### config.mk
export PLATFORM = sky130hd
export DESIGN_NAME = fcs_ctrl
export DESIGN_NICKNAME = d
export VERILOG_FILES = /design/src/include/fcs_pkg.sv /design/src/hw/fcs_ctrl.sv
export SDC_FILE = /design/constraint.sdc
export NUM_CORES = 1
export LEC_CHECK = 0
export BUFFER_PORTS_ARGS = -buffer_cell sky130_fd_sc_hd__buf_2
export CAP_MARGIN = 5
export CELL_PAD_IN_SITES_DETAIL_PLACEMENT = 1
export CELL_PAD_IN_SITES_GLOBAL_PLACEMENT = 2
export CORE_AREA = 4 4 157 159
export DETAILED_ROUTE_END_ITERATION = 10
export DIE_AREA = 0 0 161 163
export PLACE_DENSITY = 0.93
export SYNTH_ARGS = -nofsm -noshare
export SYNTH_HDL_FRONTEND = slang
export SYNTH_SLANG_ARGS = --single-unit
### constraint.sdc
create_clock -name i_core_clk -period 2.7 [get_ports i_core_clk]
set_input_delay 0.405 -clock i_core_clk [delete_from_list [all_inputs] [get_ports i_core_clk]]
set_output_delay 0.405 -clock i_core_clk [all_outputs]
set_load 0.01 [all_outputs]
### src/include/fcs_pkg.sv
package fcs_pkg;

	// Register byte addresses
	localparam logic [15:0] FCS_LOOP_ENABLE_CTRL_OFS = 16'h1C00;
	localparam logic [15:0] FCS_LOCK_REF_RATIO_CTRL_OFS = 16'h1C04;
	localparam logic [15:0] FCS_FRACTION_CTRL_OFS = 16'h1C08;
	localparam logic [15:0] FCS_LOOP_GAIN_MODE_DIVIDER_CTRL_OFS = 16'h1C0C;
	localparam logic [15:0] FCS_SIGMA_DELTA_ORDER_CTRL_OFS = 16'h1C34;
	localparam logic [15:0] FCS_LOOP_STATUS_OFS = 16'h1C38;

	// Reset values and writable masks
	localparam logic [31:0] FCS_LOOP_ENABLE_RST = 32'h0000_0002;
	localparam logic [31:0] FCS_LOOP_ENABLE_MASK = 32'h0000_0003;
	localparam logic [31:0] FCS_LOCK_REF_RATIO_RST = 32'h8820_0004;
	localparam logic [31:0] FCS_LOCK_REF_RATIO_MASK = 32'hF863_F3FF;
	localparam logic [31:0] FCS_FRACTION_RST = 32'h0000_0000;
	localparam logic [31:0] FCS_GAIN_MODE_RST = 32'h21F0_5001;
	localparam logic [31:0] FCS_GAIN_MODE_MASK = 32'hFFFF_73FF;
	localparam logic [31:0] FCS_SD_ORDER_RST = 32'h0000_0000;
	localparam logic [31:0] FCS_SD_ORDER_MASK = 32'h0000_0400;

	// Loop enable register fields
	localparam int FCS_LOOP_EN_BIT = 0;
	localparam int FCS_HOLD_BIT = 1;
	localparam int FCS_CTRL_UPD_BIT = 2;

	// Lock, reference and ratio register fields
	localparam int FCS_LOCK_THR_LSB = 28;
	localparam int FCS_LOCKDET_EN_BIT = 27;
	localparam int FCS_PHASEDET_BIT = 22;
	localparam int FCS_REFDET_EN_BIT = 21;
	localparam int FCS_REF_DIV_LSB = 16;
	localparam int FCS_REF_SRC_LSB = 12;
	localparam int FCS_INT_MULT_LSB = 0;

	// Fraction register fields
	localparam int FCS_FRAC_DEN_LSB = 16;
	localparam int FCS_FRAC_NUM_LSB = 0;

	// Gain, mode and divider fields
	localparam int FCS_PD_FINE_LSB = 28;
	localparam int FCS_PD_COARSE_LSB = 24;
	localparam int FCS_FD_FINE_LSB = 20;
	localparam int FCS_FD_COARSE_LSB = 16;
	localparam int FCS_INTEG_DLY_BIT = 14;
	localparam int FCS_MODE_LSB = 12;
	localparam int FCS_FB_DIV_LSB = 0;

	localparam int FCS_SD_ORDER2_BIT = 10;

	// Status register fields
	localparam int FCS_STS_LOCK_BIT = 0;
	localparam int FCS_STS_REF_BIT = 1;

	// Gain field code meaning disabled
	localparam logic [3:0] FCS_FD_FINE_OFF = 4'hF;

	// Detector timing in core clock cycles
	localparam logic [7:0] FCS_REF_TIMEOUT_CYC = 8'h40;
	localparam logic [3:0] FCS_LOCK_QUAL_CYC = 4'hF;

	typedef enum logic [1:0]
	{
		FCS_MODE_RSVD0 = 2'b00,
		FCS_MODE_INTEGER = 2'b01,
		FCS_MODE_RSVD2 = 2'b10,
		FCS_MODE_FRACTIONAL = 2'b11
	} fcs_mode_t;

	typedef enum logic [0:0]
	{
		FCS_GPIO_LOCK = 1'b0,
		FCS_GPIO_CLOCK = 1'b1
	} fcs_gpio_sel_t;

	// Two's complement gain code to exponent X, gain is 2 to the minus X
	function automatic logic signed [4:0] fcs_gain_exp(input logic [3:0] code);
		fcs_gain_exp = {code[3], code};
	endfunction

endpackage

### src/hw/fcs_ctrl.sv
// Summary of operation
// - Report reference-present and loop-locked status signals.
// - Lock status is only reported while lock-detect enable is set.
// - Lock judged against the 4-bit lock threshold field.
// - Lock threshold affects only lock status, never loop configuration.
// - Reference-present status only generated while reference-detect enable is set.
// - Both status signals go out to the interrupt controller.
// - Qualified lock status selectable onto the general-purpose pin.
// - Loop-derived clock selectable onto the general-purpose pin.
// - Control update written while enabled applies pending fields to loop.
module fcs_ctrl
	import fcs_pkg::*;
(
	// Clock, reset, enable
	input wire logic i_core_clk,
	input wire logic i_resetn,
	input wire logic i_clk_en,
	// Register port
	input wire logic i_reg_wr,
	input wire logic i_reg_rd,
	input wire logic [15:0] i_reg_addr,
	input wire logic [31:0] i_reg_wdata,
	output logic [31:0] o_reg_rdata,
	output logic o_reg_rvalid,
	// Loop observation
	input wire logic i_ref_clk,
	input wire logic [3:0] i_lock_error,
	input wire logic i_loop_clk_out,
	input wire fcs_pkg::fcs_gpio_sel_t i_gpio_sel,
	// Status to interrupt controller and pin
	output logic o_lock_status,
	output logic o_ref_present,
	output logic o_gpio_out,
	// Applied loop configuration
	output logic o_loop_enable,
	output logic o_hold,
	output logic o_phase_det,
	output logic signed [4:0] o_pd_fine_exp,
	output logic signed [4:0] o_pd_coarse_exp,
	output logic [3:0] o_fd_fine_exp,
	output logic o_fd_fine_disable,
	output logic signed [4:0] o_fd_coarse_exp,
	output logic o_integ_delay,
	output logic o_integer_mode,
	output logic o_fractional_mode,
	output logic o_mode_reserved,
	output logic [9:0] o_feedback_divide_ratio,
	output logic o_second_order_sigma_delta_enable,
	output logic [9:0] o_integer_multiplier,
	output logic [15:0] o_fraction_numerator,
	output logic [15:0] o_fraction_denominator,
	output logic [1:0] o_reference_divide_setting,
	output logic [3:0] o_ref_source
);

	logic [31:0] enable_q;
	logic [31:0] lock_ratio_q;
	logic [31:0] fraction_q;
	logic [31:0] gain_mode_q;
	logic [31:0] sd_order_q;
	logic [31:0] app_ratio_q;
	logic [31:0] app_fraction_q;
	logic [31:0] app_gain_q;
	logic [31:0] app_sd_q;
	logic upd_wr;
	logic lock_detect_enable;
	logic reference_detect_enable;
	logic [3:0] lock_threshold;
	logic ref_s1_q;
	logic ref_s2_q;
	logic ref_s3_q;
	logic [7:0] ref_cnt_q;
	logic ref_present_q;
	logic [3:0] lock_cnt_q;
	logic [3:0] lock_cnt_d;
	logic lock_q;
	fcs_mode_t mode;

	assign lock_detect_enable = lock_ratio_q[FCS_LOCKDET_EN_BIT];
	assign reference_detect_enable = lock_ratio_q[FCS_REFDET_EN_BIT];
	assign lock_threshold = lock_ratio_q[FCS_LOCK_THR_LSB +: 4];
	assign upd_wr = i_reg_wr && (i_reg_addr == FCS_LOOP_ENABLE_CTRL_OFS) && i_reg_wdata[FCS_CTRL_UPD_BIT]
		&& enable_q[FCS_LOOP_EN_BIT];

	// Pending register writes; update bit is a strobe and is not stored
	always_ff @(posedge i_core_clk or negedge i_resetn)
	begin
		if (!i_resetn)
		begin
			enable_q <= FCS_LOOP_ENABLE_RST;
			lock_ratio_q <= FCS_LOCK_REF_RATIO_RST;
			fraction_q <= FCS_FRACTION_RST;
			gain_mode_q <= FCS_GAIN_MODE_RST;
			sd_order_q <= FCS_SD_ORDER_RST;
		end
		else if (i_clk_en && i_reg_wr)
		begin
			unique case (i_reg_addr)
				FCS_LOOP_ENABLE_CTRL_OFS: enable_q <= i_reg_wdata & FCS_LOOP_ENABLE_MASK;
				FCS_LOCK_REF_RATIO_CTRL_OFS: lock_ratio_q <= i_reg_wdata & FCS_LOCK_REF_RATIO_MASK;
				FCS_FRACTION_CTRL_OFS: fraction_q <= i_reg_wdata;
				FCS_LOOP_GAIN_MODE_DIVIDER_CTRL_OFS: gain_mode_q <= i_reg_wdata & FCS_GAIN_MODE_MASK;
				FCS_SIGMA_DELTA_ORDER_CTRL_OFS: sd_order_q <= i_reg_wdata & FCS_SD_ORDER_MASK;
				default: ;
			endcase
		end
	end

	// Applied copies change only on an update strobe, never on threshold writes
	always_ff @(posedge i_core_clk or negedge i_resetn)
	begin
		if (!i_resetn)
		begin
			app_ratio_q <= FCS_LOCK_REF_RATIO_RST;
			app_fraction_q <= FCS_FRACTION_RST;
			app_gain_q <= FCS_GAIN_MODE_RST;
			app_sd_q <= FCS_SD_ORDER_RST;
		end
		else if (i_clk_en && upd_wr)
		begin
			app_ratio_q <= lock_ratio_q;
			app_fraction_q <= fraction_q;
			app_gain_q <= gain_mode_q;
			app_sd_q <= sd_order_q;
		end
	end

	// Register read
	always_ff @(posedge i_core_clk or negedge i_resetn)
	begin
		if (!i_resetn)
		begin
			o_reg_rdata <= 32'h0000_0000;
			o_reg_rvalid <= 1'b0;
		end
		else if (i_clk_en)
		begin
			o_reg_rvalid <= i_reg_rd;
			if (i_reg_rd)
			begin
				unique case (i_reg_addr)
					FCS_LOOP_ENABLE_CTRL_OFS: o_reg_rdata <= enable_q;
					FCS_LOCK_REF_RATIO_CTRL_OFS: o_reg_rdata <= lock_ratio_q;
					FCS_FRACTION_CTRL_OFS: o_reg_rdata <= fraction_q;
					FCS_LOOP_GAIN_MODE_DIVIDER_CTRL_OFS: o_reg_rdata <= gain_mode_q;
					FCS_SIGMA_DELTA_ORDER_CTRL_OFS: o_reg_rdata <= sd_order_q;
					FCS_LOOP_STATUS_OFS: o_reg_rdata <= {30'h0000_0000, o_ref_present, o_lock_status};
					default: o_reg_rdata <= 32'h0000_0000;
				endcase
			end
		end
	end

	// Reference clock synchroniser
	always_ff @(posedge i_core_clk or negedge i_resetn)
	begin
		if (!i_resetn)
		begin
			ref_s1_q <= 1'b0;
			ref_s2_q <= 1'b0;
			ref_s3_q <= 1'b0;
		end
		else if (i_clk_en)
		begin
			ref_s1_q <= i_ref_clk;
			ref_s2_q <= ref_s1_q;
			ref_s3_q <= ref_s2_q;
		end
	end

	// Reference present while edges keep arriving within the timeout
	always_ff @(posedge i_core_clk or negedge i_resetn)
	begin
		if (!i_resetn)
		begin
			ref_cnt_q <= FCS_REF_TIMEOUT_CYC;
			ref_present_q <= 1'b0;
		end
		else if (i_clk_en)
		begin
			if (ref_s2_q != ref_s3_q)
				ref_cnt_q <= 8'h00;
			else if (ref_cnt_q != FCS_REF_TIMEOUT_CYC)
				ref_cnt_q <= ref_cnt_q + 8'h01;
			ref_present_q <= reference_detect_enable && (ref_cnt_q != FCS_REF_TIMEOUT_CYC);
		end
	end

	// Lock qualifies after error stays within threshold for the qualifying time
	always_comb
	begin
		lock_cnt_d = 4'h0;
		if (lock_detect_enable && enable_q[FCS_LOOP_EN_BIT] && ref_present_q && (i_lock_error <= lock_threshold))
			lock_cnt_d = (lock_cnt_q == FCS_LOCK_QUAL_CYC) ? lock_cnt_q : lock_cnt_q + 4'h1;
	end

	always_ff @(posedge i_core_clk or negedge i_resetn)
	begin
		if (!i_resetn)
		begin
			lock_cnt_q <= 4'h0;
			lock_q <= 1'b0;
		end
		else if (i_clk_en)
		begin
			lock_cnt_q <= lock_cnt_d;
			lock_q <= lock_detect_enable && (lock_cnt_d == FCS_LOCK_QUAL_CYC);
		end
	end
	assign o_lock_status = lock_q;
	assign o_ref_present = ref_present_q;
	// Clock path must not be resampled, so the pin mux is combinational
	assign o_gpio_out = (i_gpio_sel == FCS_GPIO_CLOCK) ? i_loop_clk_out : lock_q;
	assign mode = fcs_mode_t'(app_gain_q[FCS_MODE_LSB +: 2]);
	assign o_integer_mode = (mode == FCS_MODE_INTEGER);
	assign o_fractional_mode = (mode == FCS_MODE_FRACTIONAL);
	assign o_mode_reserved = (mode == FCS_MODE_RSVD0) || (mode == FCS_MODE_RSVD2);
	assign o_pd_fine_exp = fcs_gain_exp(app_gain_q[FCS_PD_FINE_LSB +: 4]);
	assign o_pd_coarse_exp = fcs_gain_exp(app_gain_q[FCS_PD_COARSE_LSB +: 4]);
	assign o_fd_coarse_exp = fcs_gain_exp(app_gain_q[FCS_FD_COARSE_LSB +: 4]);
	assign o_fd_fine_exp = app_gain_q[FCS_FD_FINE_LSB +: 4];
	assign o_fd_fine_disable = (app_gain_q[FCS_FD_FINE_LSB +: 4] == FCS_FD_FINE_OFF);
	assign o_integ_delay = app_gain_q[FCS_INTEG_DLY_BIT];
	assign o_feedback_divide_ratio = app_gain_q[FCS_FB_DIV_LSB +: 10];
	assign o_second_order_sigma_delta_enable = app_sd_q[FCS_SD_ORDER2_BIT];
	assign o_integer_multiplier = app_ratio_q[FCS_INT_MULT_LSB +: 10];
	assign o_reference_divide_setting = app_ratio_q[FCS_REF_DIV_LSB +: 2];
	assign o_ref_source = app_ratio_q[FCS_REF_SRC_LSB +: 4];
	assign o_phase_det = app_ratio_q[FCS_PHASEDET_BIT];
	assign o_fraction_numerator = app_fraction_q[FCS_FRAC_NUM_LSB +: 16];
	assign o_fraction_denominator = app_fraction_q[FCS_FRAC_DEN_LSB +: 16];
	assign o_loop_enable = enable_q[FCS_LOOP_EN_BIT];
	assign o_hold = enable_q[FCS_HOLD_BIT];
endmodule

==> metrics.md <==
| Metric | Value |
|---|---|
| Die Span Y | 163 um |
| Worst-margin pin slew | 0.544 ns |
| Crit path kind | primary input to flip-flop |
| Total gr overflow | 0 |
| Number of antenna violations at the first check in global routing | 2 |
| Syn nets | 754 |
| Dpl cell area | 10600 um^2 |
| Run status | complete, no violations |
| Main combinational cell family by area after synthesis | multiplexers |
| Total Wirelength | 25.1 mm |
| Port bufs | 181 |
| Critical-path cell list | buf_2, nor4_4, nand3_1, nor2_1, nand3_2, buf_12, mux2_2 |
| Worst Path Required | 3.08 ns |
| Minimum clock period | 1.88 ns |
| Post-route setup slack | 0.820 ns |
| Synth warnings | 0 |
| RD Place Congestion | 0.771 |
| Crit path arrival time | 2.26 ns |
| Pwr/cell area | 587 nW/um^2 |
| Register area | 5440 um^2 |
| Slew HR | 0.638 |
| Yosys cell types | 55 |
| Vias in the first global route | 6896 |
| Mapped cell area | 9400 um^2 |
| Max-Cap Viols | 0 |
| Initial drt markers | 212 |
| Core area | 23300 um^2 |
| Adder-cell share of the synthesized area | 0.00932 |
| Proportion of synthesized area in mux cells | 0.238 |
| Critical Path Max Stage Delay | 0.47 ns |
| Worst-path clk slew | 0.06 ns |
| Met3 GRT Util | 0.0425 |
| IO Pins | 182 |
| Sequential area share after synthesis | 0.578 |
| Reg2Reg Setup Slack | 0.85 ns |
| Ys flop type | dfrtp_1 |
| Startpoint types | primary input |
| PostCTS Resize Cnt | 0 |
| Vias per Instance | 5.18 |
| Maximum vdd drop | 345 uV |
| Clock latency on the worst-skew pair | 0.50 ns |
| RSZ-0062 raised after global routing | false |
| Detailed Place HPWL | 17.5 mm |
| Drt pass-1 iters | 4 |
| Setup Total Neg Slack | 0 ns |
| Row count | 56 |
| Met2 usage | 0.341 |
| Pwr Total | 6650 uW |
| Setup Skew | 0.00832 ns |
| Die area | 26200 um^2 |
| Simple-gate share of the synthesized area | 0.0627 |
| Syn Area/Cell | 13.7 um^2 |
| Vias after detailed routing | 6166 |
| Hold slack | 0.144 ns |
| Lkg Pwr | 0.00597 uW |
| P&R area growth vs syn | 20.5% |
| Ys async rst share | 1.00 |
| Total Nets Final | 921 |
| Initial Util | 0.404 |
| Clock buffer depth | 3 |
| Mapped Cells | 687 |
| Drt drc | 0 |
| Antenna fix cells | 0 |
| Filler cells | 2444 |
| M1 GR Usage | 0.242 |
| Layout cells sized above 1 | 0.504 |
| Slowest CP cell | nor4_4 |
| Post-place setup slack | 0.336 ns |
| Period utilization | 0.696 |
| Most used routing layer | met2 |
| Area of the multi-input gates | 3560 um^2 |
| Maximum clock frequency | 0.532 GHz |
| Routed len/inst | 21.1 um |
| Largest net degree at the start of global routing | 80 |
| First-pass GRT wire length | 39.8 mm |
| Final Slew Violations | 0 |
| Number of enable flip-flop cells after synthesis | 0 |
| Final antenna-violating net count | 0 |
| GRT Overall Usage | 0.191 |
| Crit end category | flip-flop |
| Synth Area in Compound Gates | 0.0588 |
| Num CTS Buffers | 24 |
| H-tree depth | 1 |
| Crit Path Max Fanout | 27 |
| DIE WIDTH | 161 um |
| XOR/XNOR Fraction of Synth Area | 0.00652 |
| Design area | 11300 um^2 |
| Setup violators final | 0 |
| Sink Count | 216 |
| Fin. Hold Viols | 0 |
| Yosys reg bits | 216 |
| CTS tree | yes |
| HP Class | primary input to flip-flop |
| Clock Tree Root | clkbuf_16 |
==> layer usage <==
| layer | part of all wire | wire length [um] |
|---|---|---|
| met4 | 0.014 | 339 |
| met2 | 0.52 | 13000 |
| met3 | 0.054 | 1370 |
| met5 | 0.00052 | 13 |
| met1 | 0.41 | 10400 |
==> stage by stage <==
step | utilization | std cells
floorplan | - | 687
global placement | 0.455 | 1146
detailed placement | 0.455 | 1146
CTS | 0.487 | 1190
global route | 0.487 | 1190
finish | 0.487 | 1190
==> layout by cell type (no fill, tap or decap), types with 2 or more instances in the layout <==
cell       count
nor3_1         3
mux2_1         4
nand3_1       29
and2_1         4
dfrtp_1      191
mux2i_1       27
o21ai_1        2
nand4_1        5
a32oi_1        2
o31ai_1       11
inv_1         11
a22o_1        21
o2bb2ai_1      3
clkbuf_8       3
clkbuf_16     25
mux4_2         2
nor2_1        15
and3_1         4
mux2_2       153
clkbuf_1      12
nand2_1       27
buf_12         4
buf_4         21
clkinv_2       2
nand2_2        2
a21oi_1        3
a21o_1         2
ha_1           7
and4_1         2
mux2_4        10
buf_2        180
dfstp_2       25
xor2_1         6
nor2b_1        2
o21ai_0       24
==> state kept, by name, indices dropped and copies added (netlist names), 8 cells and up <==
register and count:
app_fraction_q 32, app_gain_q 29, app_ratio_q 17, fraction_q 32, gain_mode_q 29, lock_ratio_q 23
o_reg_rdata 32, ref_cnt_q 8
==> cell usage after synthesis (all sizes together) (6+ instances only) <==
cell type    n  area [um^2]
dfrtp      191         4780
mux2       167         1920
buf         52          347
nand3       30          150
nand2       29          111
mux2i       27          270
o21ai       26          130
dfstp       25          657
a22o        21          184
nor2        16         67.6
clkbuf      14         52.6
inv         11         41.3
o31ai       11         82.6
ha           7         87.6
nand4        6         43.8
xor2         6         52.6
==> cells by family (layout without fill, tap and decap cells) <==
logic type               count (synthesis)  after routing
XOR/XNOR                                 7              7
multiplexers                           196            196
AND/OR/NAND/NOR                        106            106
AO/OA/AOI/OAI                           78             78
buffers and inverters                   77            261
adder cells (fa/ha/maj)                  7              7
flip-flops                             216            216
==> critical path: cells and delay by family <==
kind / cells / cell delay (ns)
muxes: 1 / 0.31
buffers and inverters: 2 / 0.36
and+or+nand+nor: 4 / 1.14
==> timing repair <==
action,in CTS,in global routing
hold endpoints to repair,59,0
setup buffers,0,0
hold buffers,1,0
==> layout make-up <==
| class | count | share of cell area |
|---|---|---|
| well taps | 319 | 0.0352 |
| clock buffers | 40 | 0.0629 |
| flip-flops and latches | 216 | 0.480 |
| clock inverters | 3 | 0.00166 |
| repair buffers | 207 | 0.103 |
| multi-input cells | 394 | 0.314 |
| inverters | 11 | 0.00365 |
==> power breakdown <==
part	leakage [uW]	internal, uW	switching [uW]
Clock	0.000356	1790	1260
Sequential	0.00290	3260	34.0
Combinational	0.00271	102	193
==> final timing paths <==
check                                  from               to  cells after the start
setup / recovery              i_reg_addr[1]   fraction_q[26]                      7
min in group asynchronous          i_resetn    app_gain_q[4]                      2
setup reg to reg           lock_ratio_q[29]    o_lock_status                      7
hold reg to reg              o_reg_rdata[1]   o_reg_rdata[1]                      2
hold / removal                    i_ref_clk         ref_s1_q                      2
max in group asynchronous          i_resetn  gain_mode_q[14]                      3
Power figures use the tool's default switching activity.
